$ cat config.mk
export PLATFORM = sky130hd
export DESIGN_NAME = adc_conversion_sleep_control
export DESIGN_NICKNAME = d
export VERILOG_FILES = /design/src/adc_seq_timer.v /design/src/adc_conversion_sleep_control.v
export VERILOG_INCLUDE_DIRS = /design/src
export SDC_FILE = /design/constraint.sdc
export NUM_CORES = 1
export LEC_CHECK = 0
export ABC_AREA = 1
export BUFFER_PORTS_ARGS = -buffer_cell sky130_fd_sc_hd__buf_2
export CAP_MARGIN = 15
export CORE_UTILIZATION = 54
export DETAILED_ROUTE_END_ITERATION = 16
export HOLD_SLACK_MARGIN = 0.08
export PLACE_DENSITY = 0.78
export SLEW_MARGIN = 20
export SYNTH_ARGS = -nofsm -noshare
export SYNTH_HDL_FRONTEND = slang
export SYNTH_SLANG_ARGS = --single-unit
$ cat constraint.sdc
create_clock -name clk_in -period 1.7 [get_ports clk_in]
set_input_delay 0.255 -clock clk_in [delete_from_list [all_inputs] [get_ports clk_in]]
set_output_delay 0.255 -clock clk_in [all_outputs]
set_load 0.005 [all_outputs]
$ cat src/adc_seq_map.vh
// adc_seq_map.vh: constants for the conversion and sleep sequencer
// assumes inclusion by the sequencer and its timer, definitions only
`ifndef ADC_SEQ_MAP_VH
`define ADC_SEQ_MAP_VH
// interval lengths in 4 ns cycles: 2800 ns conversion, 200 us calibration
`define CONV_CYCLES 16'h02bc
`define CAL_CYCLES 16'hc350
`define CNT_W 16
// state codes
`define ST_IDLE 2'h0
`define ST_CONV 2'h1
`define ST_CAL 2'h2
`define ST_SLEEP 2'h3
`endif

$ cat src/adc_seq_timer.v
// adc_seq_timer.v: down counter that times one conversion or calibration
// assumes load and abort come from the sequencer on the same clock
`timescale 1ns/1ps
`include "adc_seq_map.vh"
module adc_seq_timer #(
	parameter CNT_W = `CNT_W
) (
	input wire clk_in, // system clock
	input wire nrst_in, // synchronous reset, active low
	input wire load_in, // start a new timed interval
	input wire [CNT_W-1:0] count_in, // interval length in cycles
	input wire abort_in, // stop the interval at once
	output reg done_out // one-cycle pulse at interval end
);
	reg [CNT_W-1:0] remain;
	reg running;
	always @(posedge clk_in) begin
		if (!nrst_in) begin
			remain <= {CNT_W{1'b0}};
			running <= 1'b0;
			done_out <= 1'b0;
		end else begin
			done_out <= 1'b0;
			if (abort_in) begin
				running <= 1'b0;
			end else if (load_in) begin
				remain <= count_in;
				running <= 1'b1;
			end else if (running) begin
				if (remain <= {{(CNT_W-1){1'b0}}, 1'b1}) begin
					running <= 1'b0;
					done_out <= 1'b1;
				end else begin
					remain <= remain - {{(CNT_W-1){1'b0}}, 1'b1};
				end
			end
		end
	end
endmodule // adc_seq_timer

$ cat src/adc_conversion_sleep_control.v
// adc_conversion_sleep_control.v: conversion, calibration and sleep sequencer
// assumes the three control inputs are asynchronous pins; everything else runs on clk_in
// Operation
// - a rising edge of conversion_trigger places the track-and-hold in hold and starts a conversion.
// - busy rises on the falling edge of conversion_trigger or the rising edge of calibration request and stays high until done.
// - busy is also high for the whole calibration and falls when calibration completes.
// - sleep low powers down all circuitry and the reference, but only while nothing is in progress and calibration request is high.
// - calibration coefficients are kept through sleep so no recalibration is needed on wake.
// - sleep high keeps conversion and calibration circuitry powered for normal operation.
// - at the end of each conversion the track-and-hold goes back to track mode.
// - calibration request low resets calibration control and its rising edge starts a calibration that overrides all else but a sleep exit in the same cycle.
`timescale 1ns/1ps
`include "adc_seq_map.vh"
module adc_conversion_sleep_control #(
	parameter CNT_W = `CNT_W,
	parameter [CNT_W-1:0] CONV_CYCLES = `CONV_CYCLES,
	parameter [CNT_W-1:0] CAL_CYCLES = `CAL_CYCLES
) (
	input wire clk_in, // system clock, 250 MHz
	input wire nrst_in, // synchronous reset, active low
	input wire conversion_trigger_in, // convert start pin
	input wire cal_req_in, // calibration request pin, low resets calibration
	input wire sleep_n_in, // sleep pin, low requests power-down
	output reg busy_out, // conversion or calibration in progress
	output reg hold_out, // track-and-hold in hold mode
	output reg power_on_out, // analog circuitry and reference powered
	output reg cal_valid_out, // stored calibration coefficients valid
	output reg cal_reset_out // calibration control held in reset
);
	reg [1:0] conv_s;
	reg [1:0] cal_s;
	reg [1:0] sleep_s;
	reg conv_q;
	reg cal_q;
	reg [1:0] state;
	reg [1:0] next_state;
	reg load;
	reg abort;
	reg [CNT_W-1:0] load_count;
	reg next_busy;
	reg next_hold;
	reg next_power;
	reg next_cal_valid;
	wire done;
	wire conv_rise;
	wire conv_fall;
	wire cal_rise;
	wire cal_low;
	wire sleep_req;

	// two-stage synchronisers; edges taken from the second stage only
	always @(posedge clk_in) begin
		if (!nrst_in) begin
			conv_s <= 2'h3;
			conv_q <= 1'b1;
		end else begin
			conv_s <= {conv_s[0], conversion_trigger_in};
			conv_q <= conv_s[1];
		end
	end

	always @(posedge clk_in) begin
		if (!nrst_in) begin
			cal_s <= 2'h3;
			cal_q <= 1'b1;
		end else begin
			cal_s <= {cal_s[0], cal_req_in};
			cal_q <= cal_s[1];
		end
	end

	always @(posedge clk_in) begin
		if (!nrst_in) begin
			sleep_s <= 2'h3;
		end else begin
			sleep_s <= {sleep_s[0], sleep_n_in};
		end
	end

	// rising edge of a synchronised pin against its previous sample
	function edge_up;
		input cur;
		input prev;
		begin
			edge_up = cur & ~prev;
		end
	endfunction

	// the converter is occupied while a conversion or calibration runs
	function is_active;
		input [1:0] s;
		begin
			is_active = (s == `ST_CONV) || (s == `ST_CAL);
		end
	endfunction

	// interval length for the timer: calibration or conversion
	function [CNT_W-1:0] interval;
		input cal;
		begin
			interval = cal ? CAL_CYCLES : CONV_CYCLES;
		end
	endfunction

	assign conv_rise = edge_up(conv_s[1], conv_q);
	assign conv_fall = ~conv_s[1] & conv_q;
	assign cal_rise = edge_up(cal_s[1], cal_q);
	assign cal_low = ~cal_s[1];
	assign sleep_req = ~sleep_s[1];

	// one timer serves both intervals; an abort frees it for a calibration restart
	adc_seq_timer #(
		.CNT_W(CNT_W)
	) u_timer (
		.clk_in(clk_in),
		.nrst_in(nrst_in),
		.load_in(load),
		.count_in(load_count),
		.abort_in(abort),
		.done_out(done)
	);

	always @* begin
		next_state = state;
		load = 1'b0;
		abort = 1'b0;
		load_count = interval(1'b0);
		// cal low aborts whatever runs; a calibration edge wins over every other start
		case (state)
		`ST_IDLE: begin
			if (cal_rise) begin
				next_state = `ST_CAL;
				load = 1'b1;
				load_count = interval(1'b1);
			end else if (conv_rise) begin
				next_state = `ST_CONV;
				load = 1'b1;
			end else if (sleep_req && !busy_out && !conv_fall && !cal_low) begin
				next_state = `ST_SLEEP;
			end
		end
		`ST_CONV: begin
			if (cal_rise) begin
				next_state = `ST_CAL;
				load = 1'b1;
				load_count = interval(1'b1);
			end else if (cal_low) begin
				next_state = `ST_IDLE;
				abort = 1'b1;
			end else if (done) begin
				next_state = `ST_IDLE;
			end
		end
		`ST_CAL: begin
			if (cal_low) begin
				next_state = `ST_IDLE;
				abort = 1'b1;
			end else if (done) begin
				next_state = `ST_IDLE;
			end
		end
		`ST_SLEEP: begin
			if (!sleep_req) begin
				next_state = `ST_IDLE;
			// trigger edges are ignored while powered down
			end else if (cal_rise) begin
				next_state = `ST_CAL;
				load = 1'b1;
				load_count = interval(1'b1);
			end
		end
		default: begin
			next_state = `ST_IDLE;
		end
		endcase
	end

	// output next values; every output is then taken straight from a register
	always @* begin
		next_hold = (next_state == `ST_CONV);
		next_power = (next_state != `ST_SLEEP);
		next_busy = busy_out;
		next_cal_valid = cal_valid_out;
		// a trigger fall marks the converter busy before its rise starts the conversion
		if (conv_fall && state != `ST_SLEEP) begin
			next_busy = 1'b1;
		end else if (is_active(next_state)) begin
			next_busy = 1'b1;
		end else if (state != next_state && next_state == `ST_IDLE) begin
			next_busy = 1'b0;
		end
		// sleep entry and exit leave the coefficients untouched
		if (state == `ST_CAL && done && !cal_low) begin
			next_cal_valid = 1'b1;
		end else if (cal_low) begin
			next_cal_valid = 1'b0;
		end
	end

	always @(posedge clk_in) begin
		if (!nrst_in) begin
			state <= `ST_IDLE;
			busy_out <= 1'b0;
			hold_out <= 1'b0;
			power_on_out <= 1'b1;
			cal_valid_out <= 1'b0;
			cal_reset_out <= 1'b0;
		end else begin
			state <= next_state;
			busy_out <= next_busy;
			hold_out <= next_hold;
			power_on_out <= next_power;
			cal_valid_out <= next_cal_valid;
			cal_reset_out <= cal_low;
		end
	end
endmodule // adc_conversion_sleep_control

==> Word level (Yosys, flattened, before mapping) <==
Cells that the tools add are included.
{ "word_totals": {"word_cells": 87, "register_bits": 33, "mem_bits_rw": 0, "mem_count": 0, "output_inout_bits": 5, "inputBits": 5, "mem_bits_ro": 0, "latchBits": 0} }
{ "classes": {"div": 0, "reduce_logical": 18, "n_mux": 32, "n_eq_ne": 10, "order_cmp": 1, "n_addsub": 1, "multipliers": 0, "n_shift": 0, "n_bitwise": 11} }
{ "ops": {"columns": ["cell", "count"], "rows": [
  ["two-way mux 16 bit", 5],
  ["case mux 16 bit (2 select lines)", 1],
  ["<= comparator 16 x 1 -> 1 bit, second input constant", 1],
  ["two-way mux 2 bit", 8],
  ["subtractor 16 x 1 -> 16 bit, second input constant", 1],
  ["two-way mux 1 bit", 15],
  ["inverter 1 bit", 8],
  ["case mux 2 bit (4 select lines)", 1],
  ["logical AND 1 bit", 7],
  ["== test 2 bit, second input constant", 3],
  ["!= test 2 bit, second input constant", 3],
  ["== test 2 x 1 -> 1 bit, second input constant", 2],
  ["zero test 2 bit", 2],
  ["OR reduction 2 bit", 2],
  ["OR reduction 4 bit", 1],
  ["bitwise AND 1 bit", 3],
  ["case mux 1 bit (3 select lines)", 1],
  ["AND reduction 3 bit", 1],
  ["nonzero test 3 bit", 1],
  ["zero test 1 bit", 2],
  ["!= test 2 x 1 -> 1 bit, second input constant", 1],
  ["!= test 2 bit", 1],
  ["case mux 1 bit (2 select lines)", 1],
  ["nonzero test 2 bit", 1],
  ["logical OR 1 bit", 1]
]} }

==> Logic depth before layout (Yosys ltp) <==
Gate-level depths: netlist of the first run.
{ "logic_depth": {"depth_word": 14, "depth_mapped": 12, "ltp_nobuf": 12} }

==> Modules after synthesis <==
From an unflattened synthesis of the first run, not the netlist that was laid out.
{ "hier_totals": {"cells_unflattened": 292, "hier_area_um2": 1933.1} }
{ "by_module_without_submodules": {"columns": ["mod", "n_inst", "cells_each", "seq_area_each_um2", "area_per_inst_um2"], "rows": [
  ["adc_seq_timer", 1, 196, 360.3, 1211.2],
  ["adc_conversion_sleep_control", 1, 96, 300.3, 721.9]
]} }

==> Worst setup path after synthesis of the first run <==
Ideal clock, no wire load.
{ "synth_timing": {"path_kind": "reg2reg", "from": "register state[0]", "to": "register busy_out", "stages_incl_launch_ff": 12, "setup_slack_ns": -0.014, "setup_time_ns": 0.132, "t_arrival_ns": 1.582, "t_required_ns": 1.568, "period_less_slack_ns": 1.714, "n_path_buf": 0, "path_cell_list": "dfxtp_1 > inv_1 > ha_1 > inv_1 > nand3b_1 > nand2_1 > nand3_1 > nor2_1 > ha_1 > o21bai_1 > inv_1 > a21oi_1"} }
{ "synth_via": {"elab_chain_cells": 8, "word_cells_on_any_way": 24, "cone_classes": "7 x eq/ne; 11 x mux; 6 x reduce/logical"} }
{ "synth_lines": {"columns": ["item", "line", "text"], "rows": [
  ["from (decl)", "adc_conversion_sleep_control.v:35", "reg [1:0] state;"],
  ["from (signal assigned)", "adc_conversion_sleep_control.v:202", "state <= `ST_IDLE;"],
  ["from (signal assigned)", "adc_conversion_sleep_control.v:209", "state <= next_state;"],
  ["two-way mux 2 bit, on equally long branches", "adc_conversion_sleep_control.v:150, adc_conversion_sleep_control.v:158, adc_conversion_sleep_control.v:138", null],
  ["two-way mux 2 bit, on equally long branches", "adc_conversion_sleep_control.v:147, adc_conversion_sleep_control.v:135", null],
  ["two-way mux 2 bit, on equally long branches", "adc_conversion_sleep_control.v:143, adc_conversion_sleep_control.v:131", null],
  ["case mux 2 bit (4 select lines)", "adc_conversion_sleep_control.v:129", "case (state)"],
  ["== test 2 x 1 -> 1 bit (no source line) / == test 2 bit (equally long branches)", null, null],
  ["logical OR 1 bit", "adc_conversion_sleep_control.v:93", "is_active = (s == `ST_CONV) || (s == `ST_CAL);"],
  ["two-way mux 1 bit", "adc_conversion_sleep_control.v:187", "end else if (is_active(next_state)) begin"],
  ["two-way mux 1 bit", "adc_conversion_sleep_control.v:185", "if (conv_fall && state != `ST_SLEEP) begin"],
  ["to (signal assigned)", "adc_conversion_sleep_control.v:210", "busy_out <= next_busy;"],
  ["to (decl)", "adc_conversion_sleep_control.v:24", "output reg busy_out,"]
]} }
Several ways; a longest one is shown, not always the timed one.
A chain may end at the register's enable or synchronous reset.

==> Final worst setup path of the first run <==
Ends and elaborated chain as after synthesis.

==> results.yml, run 1 <==
outcome:
  status: "complete, but fails checks"
  violations: "setup timing"
detailed_routing:
  vias: 1823
  drtPass1Iterations: 6
  drc: 0
  dr.first_iter.drc_count: 97
  antenna_left: 0
  drt-total-wl_mm: 4.28
  routed_via_density: 5.15
  wl_per_cell_um: 12.1
timing:
  fin_crit_sh_pct: 102
  setup_ws_ns: -0.0275
  clock.fmax_mhz: 579
  setup_tns_ns: -0.0275
  final_hold_viol_count: 0
  rsz0062_at_grt: "true"
  setup_viol: 1
  worstMarginPinSlew_ns: 0.280
  slew_headroom_pct: 81.2
  finalCriticalPeriod_ns: 1.73
  finClkSkew_ns: 0.00861
  holdWs_ns: 0.105
  slew_violations: 0
setup_path:
  crit_path_top_delay_cell: "dfxtp_4"
  worst_setup_path_start_kind: "flip-flop"
  crit_type: "reg2reg"
  worstPathMaxFanout: 3
  path_buf_inv: 3
  crit_family: "simple AND/OR/NAND/NOR gates"
  end_kind: "flip-flop"
  crit_path_max_incr_delay_ns: 0.39
  critPathRequiredTime_ns: 1.94
  cp.arrival_ns: 1.97
  path_cells: "inv_4 > ha_4 > buf_4 > nand3b_1 > nand2_1 > nand3_2 > nor2_2 > ha_1 > o21bai_1 > inv_1 > a21oi_1"
clock_network:
  clock_latency_ns: 0.33
  cts_tree: "yes"
  clock-sinks: 33
  clockBufferDepth: 2
  clk_root_buffer_cell: "clkbuf_4"
  h-tree-depth: 2
  cts_hold_buffers: 0
  path_clk_slew_ns: 0.12
  cts-buffers-inserted: 5
global_routing:
  grt_pass1_vias: 1546
  busiest_layer: "met2"
  antenna_found_initial: 0
  grt-ovfl-total: 0
  grt_pass1_wl_mm: 6.63
  grt_max_degree: 13
  use_met1_pct: 35.4
  grtUsageTotal_pct: 24.9
  met2_usage_pct: 37.8
  use_met3_pct: 4.55
layout:
  num_antenna_cells: 0
  drive_above_1_share_pct: 26.1
  nets: 321
  syn2layout_area_growth_pct: 23.4
  post-route-util_pct: 72.0
floorplanning:
  rows: 20
  die_h_um: 60.1
  die_w_um: 60.1
  initial_core_util_pct: 58.4
  die-area_um2: 3620
  pin_count: 10
  core_area_um2: 3130
synthesis:
  synth.largest_area_cell: "dfxtp_1"
  synth_top_area_share_pct: 36.2
  yosysMostFrequentCell: "nand2_1"
  synth_common_cells: "nand2_1, nor2_1, dfxtp_1"
  synth_edf_count: 0
  ys_types: 27
  synth.area.top_cells: "dfxtp_1, nand2_1, nor2_1, nand3_1, inv_1"
  ys_seq_elements: 33
  postSynthCellCount: 274
  ys_seq_area_share_pct: 36.2
  syn_area_per_cell_um2: 6.66
  synth_top_flop_cell: "dfxtp_1"
  synth_area_um2: 1830
  yosysWarnings: 0
  synth_nets: 286
  ys_async_sr_fraction_pct: 0
placement:
  place_ws_ns: -0.0278
  hpwl_mm: 2.96
  gp_congestion: 0.893
  port_buffers: 9
power_and_ir_drop:
  ir_worst_vdd_mv: 0.724
  leakage_nw: 1.05
  power_density_nw_per_um2: 1100
  total_power_mw: 2.48
job:
  maxCapViolCount: 0
min_path:
  hp-class: "in2reg"
## report_power, final
group          switching [mW]  internal (mW)  leakage (nW)
logic                   0.637          0.449         0.760
clock network           0.301          0.160        0.0234
registers              0.0777          0.851         0.272
## what timing repair did
action	CTS	global route
setup buffers	1	3
endpoints found under the setup margin	1	16
pin swaps	0	7
gates resized for setup	2	27
cloned	0	0
## placed cells by master, fill, tap and decap left out, types with 2 or more instances in the layout
cell,synthesis,layout
o21ai_0,8,8
dfxtp_4,0,2
nor2_1,54,53
o21ai_1,4,4
nand2_1,61,58
inv_4,0,3
or2_2,8,8
buf_2,1,9
dfxtp_1,33,31
a21oi_2,0,2
nand2_2,1,3
a21oi_1,18,16
inv_1,28,25
nand2_4,3,3
nor3_1,4,3
nand3_1,25,23
ha_1,7,2
nor2_2,2,3
ha_4,0,4
nand3_2,4,6
clkbuf_4,0,5
clkinvlp_4,0,3
buf_4,0,22
inv_2,2,2
## flip-flops by register name (all words and copies together) (netlist names)
name,cells
u_timer.remain,16
cal_s,2
conv_s,2
sleep_s,2
state,2
busy_out,1
cal_q,1
cal_reset_out,1
cal_valid_out,1
conv_q,1
hold_out,1
power_on_out,1
u_timer.done_out,1
u_timer.running,1
## worst paths after layout
| check | start | to | slack, ns | cells past startpoint |
|---|---|---|---|---|
| worst min-delay path | conversion_trigger_in | conv_s[0] | 0.10 | 2 |
| worst min register to register | sleep_s[0] | sleep_s[1] | 0.42 | 1 |
| worst max register to register | state[0] | busy_out | -0.03 | 11 |
| worst max-delay path | state[0] | busy_out | -0.03 | 11 |
## stage by stage
stage	std cells	cell area [um2]
final	354	2250
after CTS	351	2120
after global placement	342	2050
after floorplan	274	1830
after global routing	354	2250
after detailed placement	342	2050
## final cells by class
type                       count  area (um2)
multi-input combinational    206        1120
sequential                    33         668
tap                           44        55.1
timing repair buffer          32         221
fill                         257         876
inverter                      31         124
clock inverter                 3        22.5
clock buffer                   5        37.5
## per-layer routing
metal,up-vias,share of wire [%]
li1,938,-
met1,821,48
met2,53,44
met3,11,5.1
met4,0,2.2
met5,-,0
## logic make-up (layout without fill, tap and decap cells)
kind of cell	count (synthesis)	in the layout	synth area share, %
AND/OR/NAND/NOR	166	166	41.7
buffers and inverters	35	71	7.68
flip-flops	33	33	36.2
AO/OA/AOI/OAI	31	31	8.64
adder cells (fa/ha/maj)	7	7	4.80
XOR/XNOR	2	2	0.960
No activity file was read; power rests on OpenSTA's default activity.
==> run 2: changes to the inputs <==
--- a/config.mk
+++ b/config.mk
@@ -12,8 +12,9 @@
 export CORE_UTILIZATION = 54
 export DETAILED_ROUTE_END_ITERATION = 16
 export HOLD_SLACK_MARGIN = 0.08
-export PLACE_DENSITY = 0.78
+export PLACE_DENSITY = 0.77
 export SLEW_MARGIN = 20
 export SYNTH_ARGS = -nofsm -noshare
 export SYNTH_HDL_FRONTEND = slang
+export SYNTH_HIERARCHICAL = 1
 export SYNTH_SLANG_ARGS = --single-unit
==> run 2 against run 1 <==
Net effect: the flow still finishes with violations (setup timing); combinational power is 17% higher; hold slack better by 0.34 ns; count of clock-buffer cells in the layout is 1 higher; sequential share of layout area is 4.0 points lower; total power is 12% higher; flip-flop and latch count stayed put; synthesized cell count is 6.6% higher; clock power is 21% higher; utilization is 4.9 points higher; critical path type unchanged.
==> results.yml, run 2 <==
outcome:
  status: "complete, but fails checks"
  violations: "setup timing"
global_routing:
  grtUsageTotal_pct: 29.9
  grt-ovfl-total: 0
  grt_max_degree: 20
  grt_pass1_vias: 1873
  antenna_found_initial: 0
  grt_pass1_wl_mm: 8.27
min_path:
  hp-class: "reg2reg"
power_and_ir_drop:
  total_power_mw: 2.76
  leakage_nw: 1.24
  ir_worst_vdd_mv: 0.635
  power_density_nw_per_um2: 1060
synthesis:
  ys_types: 29
  synth_edf_count: 0
  yosysWarnings: 6
  synth_top_area_share_pct: 34.2
  synth.largest_area_cell: "dfxtp_1"
  syn_area_per_cell_um2: 6.62
  synth_common_cells: "nand2_1, nor2_1, dfxtp_1"
  ys_seq_area_share_pct: 34.2
  yosysMostFrequentCell: "nand2_1"
  ys_seq_elements: 33
  synth_top_flop_cell: "dfxtp_1"
  postSynthCellCount: 292
  synth.area.top_cells: "dfxtp_1, nand2_1, nor2_1, nand3_1, inv_1"
  synth_area_um2: 1930
  ys_async_sr_fraction_pct: 0
setup_path:
  worst_setup_path_start_kind: "flip-flop"
  cp.arrival_ns: 2.14
  worstPathMaxFanout: 3
  critPathRequiredTime_ns: 1.95
  crit_type: "reg2reg"
  end_kind: "flip-flop"
clock_network:
  cts-buffers-inserted: 5
  clock_latency_ns: 0.36
  clk_root_buffer_cell: "clkbuf_4"
  clock-sinks: 33
  cts_tree: "yes"
  path_clk_slew_ns: 0.12
  clockBufferDepth: 2
  h-tree-depth: 2
timing:
  clock.fmax_mhz: 530
  final_hold_viol_count: 0
  rsz0062_at_grt: "true"
  slew_violations: 0
  setup_ws_ns: -0.186
  setup_viol: 17
  finClkSkew_ns: 0.0141
  finalCriticalPeriod_ns: 1.89
  fin_crit_sh_pct: 111
layout:
  area.sequential_um2: 668
  stdcell_count: 394
  num_antenna_cells: 0
  syn2layout_area_growth_pct: 34.8
  design_area_um2: 2610
  drive_above_1_share_pct: 32.5
  final_common_cell: "nand2_1"
  multi_input_area_um2: 1250
  nets: 359
  largest_reg_flops: 16
  fill_cells: 235
  layout_common_cells: "nand2_1, nor2_1, buf_4, dfxtp_1, inv_1"
  post-route-util_pct: 76.9
  largest-register: "u_timer/remain"
detailed_routing:
  routed_via_density: 5.24
  drt-total-wl_mm: 5.31
  wl_per_cell_um: 13.5
  antenna_left: 0
  drc: 0
  dr.first_iter.drc_count: 163
  vias: 2066
  drtPass1Iterations: 5
placement:
  gp_congestion: 0.901
  port_buffers: 9
  placed_cells: 374
  hpwl_mm: 3.06
  placed_cell_area_um2: 2240
floorplanning:
  die_w_um: 61.8
  pin_count: 10
  core_area_um2: 3390
  initial_core_util_pct: 57.0
  die_h_um: 61.8
  die-area_um2: 3820
  rows: 21
job:
  maxCapViolCount: 0
[run 2: cell type report]
type                            count  share of cell area (%)
Sequential cell                    33                    25.6
Tap cell                           46                    2.21
Clock buffer                        6                    2.40
Inverter                           34                    5.66
Multi-Input combinational cell    223                    48.1
Timing Repair Buffer               50                    15.4
Clock inverter                      2                   0.624
[run 2: path summary, 6_finish.rpt]
check,slack [ns],endpoint,startpoint,cells after the start
worst max register to register,-0.19,busy_out,state[1],10
worst min-delay path,0.44,conv_s[1],conv_s[0],1
worst min register to register,0.44,conv_s[1],conv_s[0],1
worst max-delay path,-0.19,busy_out,state[1],10
[run 2: cell families (layout without fill, tap and decap cells)]
family,Yosys count,in the layout,share of synthesized area (%)
and+or+nand+nor,163,163,37.7
buffers and inverters,42,92,9.38
AOI/OAI and AO/OA,39,39,10.9
DFF,33,33,34.2
adders and majority gates,7,7,4.53
xor gates and xnor gates,4,4,1.81
other,2,8,0.388
muxes,2,2,1.04
[run 2: worst max-delay path: stages (launching register included)]
cell and delay (ns):
dfxtp_4 0.40, buf_6 0.11, ha_4 0.15, inv_4 0.04, o31ai_1 0.38, nand3_2 0.14
inv_2 0.06, ha_1 0.22, o21bai_4 0.17, inv_2 0.05, a21oi_2 0.04
[run 2: through the flow]
step	TNS, ns	worst slack, ns	hold WS (ns)
2_1_floorplan	-0.0401	-0.0138	0.324
3_3_place_gp	-0.769	-0.139	0.394
3_5_place_dp	-1.57	-0.126	0.402
4_1_cts	-1.11	-0.0882	0.429
5_1_grt	-2.92	-0.274	0.466
6_report	-1.61	-0.186	0.440
[run 2: layer usage]
layer,share of wire (%),up-vias,track usage (%)
met1,43,941,38.2
met3,6.5,20,7.04
met5,0,-,0
li1,-,1021,-
met4,2.9,0,13.3
met2,48,84,48.1
[run 2: repair_timing]
| action | 4_1_cts | 5_1_grt |
|---|---|---|
| pin swaps | 10 | 10 |
| hold buffers | 4 | 0 |
| endpoints found under the setup margin | 18 | 18 |
| cloned | 1 | 0 |
| buffers inserted | 7 | 1 |
| endpoints found under the hold margin | 4 | 0 |
| resized for setup | 30 | 16 |
[run 2: power breakdown]
group	total, mW	leakage (nW)	internal, mW	switching [mW]
clock network	0.557	0.0396	0.252	0.305
registers	0.934	0.271	0.853	0.0811
logic	1.27	0.929	0.535	0.736
==> run 3: changes to the inputs <==
--- a/config.mk
+++ b/config.mk
@@ -9,7 +9,9 @@
 export ABC_AREA = 1
 export BUFFER_PORTS_ARGS = -buffer_cell sky130_fd_sc_hd__buf_2
 export CAP_MARGIN = 15
-export CORE_UTILIZATION = 54
+export CELL_PAD_IN_SITES_DETAIL_PLACEMENT = 0
+export CELL_PAD_IN_SITES_GLOBAL_PLACEMENT = 2
+export CORE_UTILIZATION = 30
 export DETAILED_ROUTE_END_ITERATION = 16
 export HOLD_SLACK_MARGIN = 0.08
 export PLACE_DENSITY = 0.77
==> run 3 against run 2 <==
Net effect: largest cell class unchanged; combinational power is 7% higher; sequential share of layout area shrank 2.2 points; the flow still finishes with violations (setup timing); wire length down 3.6%; die area up 77%; cell area increased by 9.3%; count of clock-buffer cells in the layout did not move; worst setup slack better by 0.095 ns; hold slack got worse by 0.30 ns; clock power is 26% higher; final cell count up 9.4%.
==> results.yml, run 3 (same netlist as run 2, synthesis figures left out) <==
setup_path:
  cp.arrival_ns: 2.01
  crit_type: "reg2reg"
  critPathRequiredTime_ns: 1.92
  r2r_slack_ns: -0.09
  worstPathMaxFanout: 8
  worst_setup_path_start_kind: "flip-flop"
  end_kind: "flip-flop"
detailed_routing:
  drc: 0
  drtPass1Iterations: 4
  routed_via_density: 4.41
  antenna_left: 0
  dr.first_iter.drc_count: 82
  drt-total-wl_mm: 5.12
  vias: 1902
  wl_per_cell_um: 11.9
power_and_ir_drop:
  total_power_mw: 2.98
  leakage_nw: 1.31
  ir_worst_vdd_mv: 0.637
  power_density_nw_per_um2: 1050
timing:
  finClkSkew_ns: 0.00815
  setup_ws_ns: -0.0910
  setup_viol: 17
  finalCriticalPeriod_ns: 1.79
  slew_violations: 0
  clock.fmax_mhz: 558
  fin_crit_sh_pct: 105
  final_hold_viol_count: 0
  rsz0062_at_grt: "true"
floorplanning:
  die_w_um: 82.3
  core_area_um2: 6060
  pin_count: 10
  die_h_um: 82.3
  rows: 28
  die-area_um2: 6770
  initial_core_util_pct: 31.9
placement:
  port_buffers: 9
  gp_congestion: 0.821
  hpwl_mm: 3.65
  placed_cell_area_um2: 2360
  place_ws_ns: -0.159
  placed_cells: 415
layout:
  stdcell_count: 431
  nets: 367
  post-route-util_pct: 47.0
  largest_reg_flops: 16
  drive_above_1_share_pct: 41.3
  syn2layout_area_growth_pct: 47.3
  layout_common_cells: "nand2_1, buf_4, nor2_1, dfxtp_1, inv_1"
  largest-register: "u_timer/remain"
  final_common_cell: "nand2_1"
  fill_cells: 617
  num_antenna_cells: 0
  design_area_um2: 2850
clock_network:
  clock_latency_ns: 0.29
  path_clk_slew_ns: 0.08
  clk_root_buffer_cell: "clkbuf_8"
  clock-sinks: 33
  clockBufferDepth: 2
  cts-buffers-inserted: 5
  h-tree-depth: 2
  cts_hold_buffers: 0
  cts_tree: "yes"
outcome:
  violations: "setup timing"
  status: "complete, but fails checks"
global_routing:
  grt_max_degree: 22
  grtUsageTotal_pct: 17.2
  antenna_found_initial: 0
  grt_pass1_wl_mm: 8.74
  grt-ovfl-total: 0
  grt_pass1_vias: 1813
job:
  maxCapViolCount: 0
min_path:
  hp-class: "in2reg"
[run 3: area by class of cell]
cell class / count / area [um2] / area share [%]
Clock buffer: 6 / 93.8 / 3.30
Tap cell: 75 / 93.8 / 3.30
Multi-Input combinational cell: 223 / 1360 / 47.9
Sequential cell: 33 / 668 / 23.5
Clock inverter: 2 / 16.3 / 0.571
Inverter: 34 / 143 / 5.01
Timing Repair Buffer: 58 / 469 / 16.5
[run 3: worst paths after layout]
path              cells past startpoint  startpoint                 end
setup / recovery                     11    state[0]  u_timer/remain[11]
hold / removal                        2  sleep_n_in          sleep_s[0]
setup reg to reg                     11    state[0]  u_timer/remain[11]
hold reg to reg                       1   conv_s[0]           conv_s[1]
[run 3: metrics by stage]
step | TNS, ns | hold slack [ns]
finish | -1.00 | 0.144
global route | -2.69 | 0.136
CTS | -0.634 | 0.136
detailed placement | -1.82 | 0.400
global placement | -1.88 | 0.394
floorplan | -0.0401 | 0.324
[run 3: power breakdown]
part	switching [mW]	internal (mW)	total, mW
Combinational	0.769	0.588	1.36
Sequential	0.0734	0.853	0.926
Clock	0.322	0.380	0.701
[run 3: what timing repair did]
action                     CTS  global route
gates cloned                 0             1
resized for setup           34            49
pin swaps                    5            18
buffers inserted             5             3
setup endpoints to repair   17            18
[run 3: per-layer routing]
layer / share of wire, % / routed length [um] / track usage [%] / vias to the layer above
met5: 0 / 0 / 0 / -
met4: 1.1 / 56 / 4.74 / 0
met3: 2.1 / 105 / 2.97 / 5
met2: 43 / 2200 / 25.1 / 15
met1: 54 / 2760 / 25.5 / 844
li1: - / - / - / 1038
[run 3: worst max-delay path, stage by stage, from the launching register on]
cell and delay, ns:
dfxtp_4 0.41, ha_4 0.16, nand2_4 0.05, a21oi_2 0.13, a21oi_2 0.05, nor2_2 0.15, inv_2 0.05, or2_4 0.27
nand2_8 0.10, buf_12 0.14, nand3_2 0.08, a21oi_2 0.13
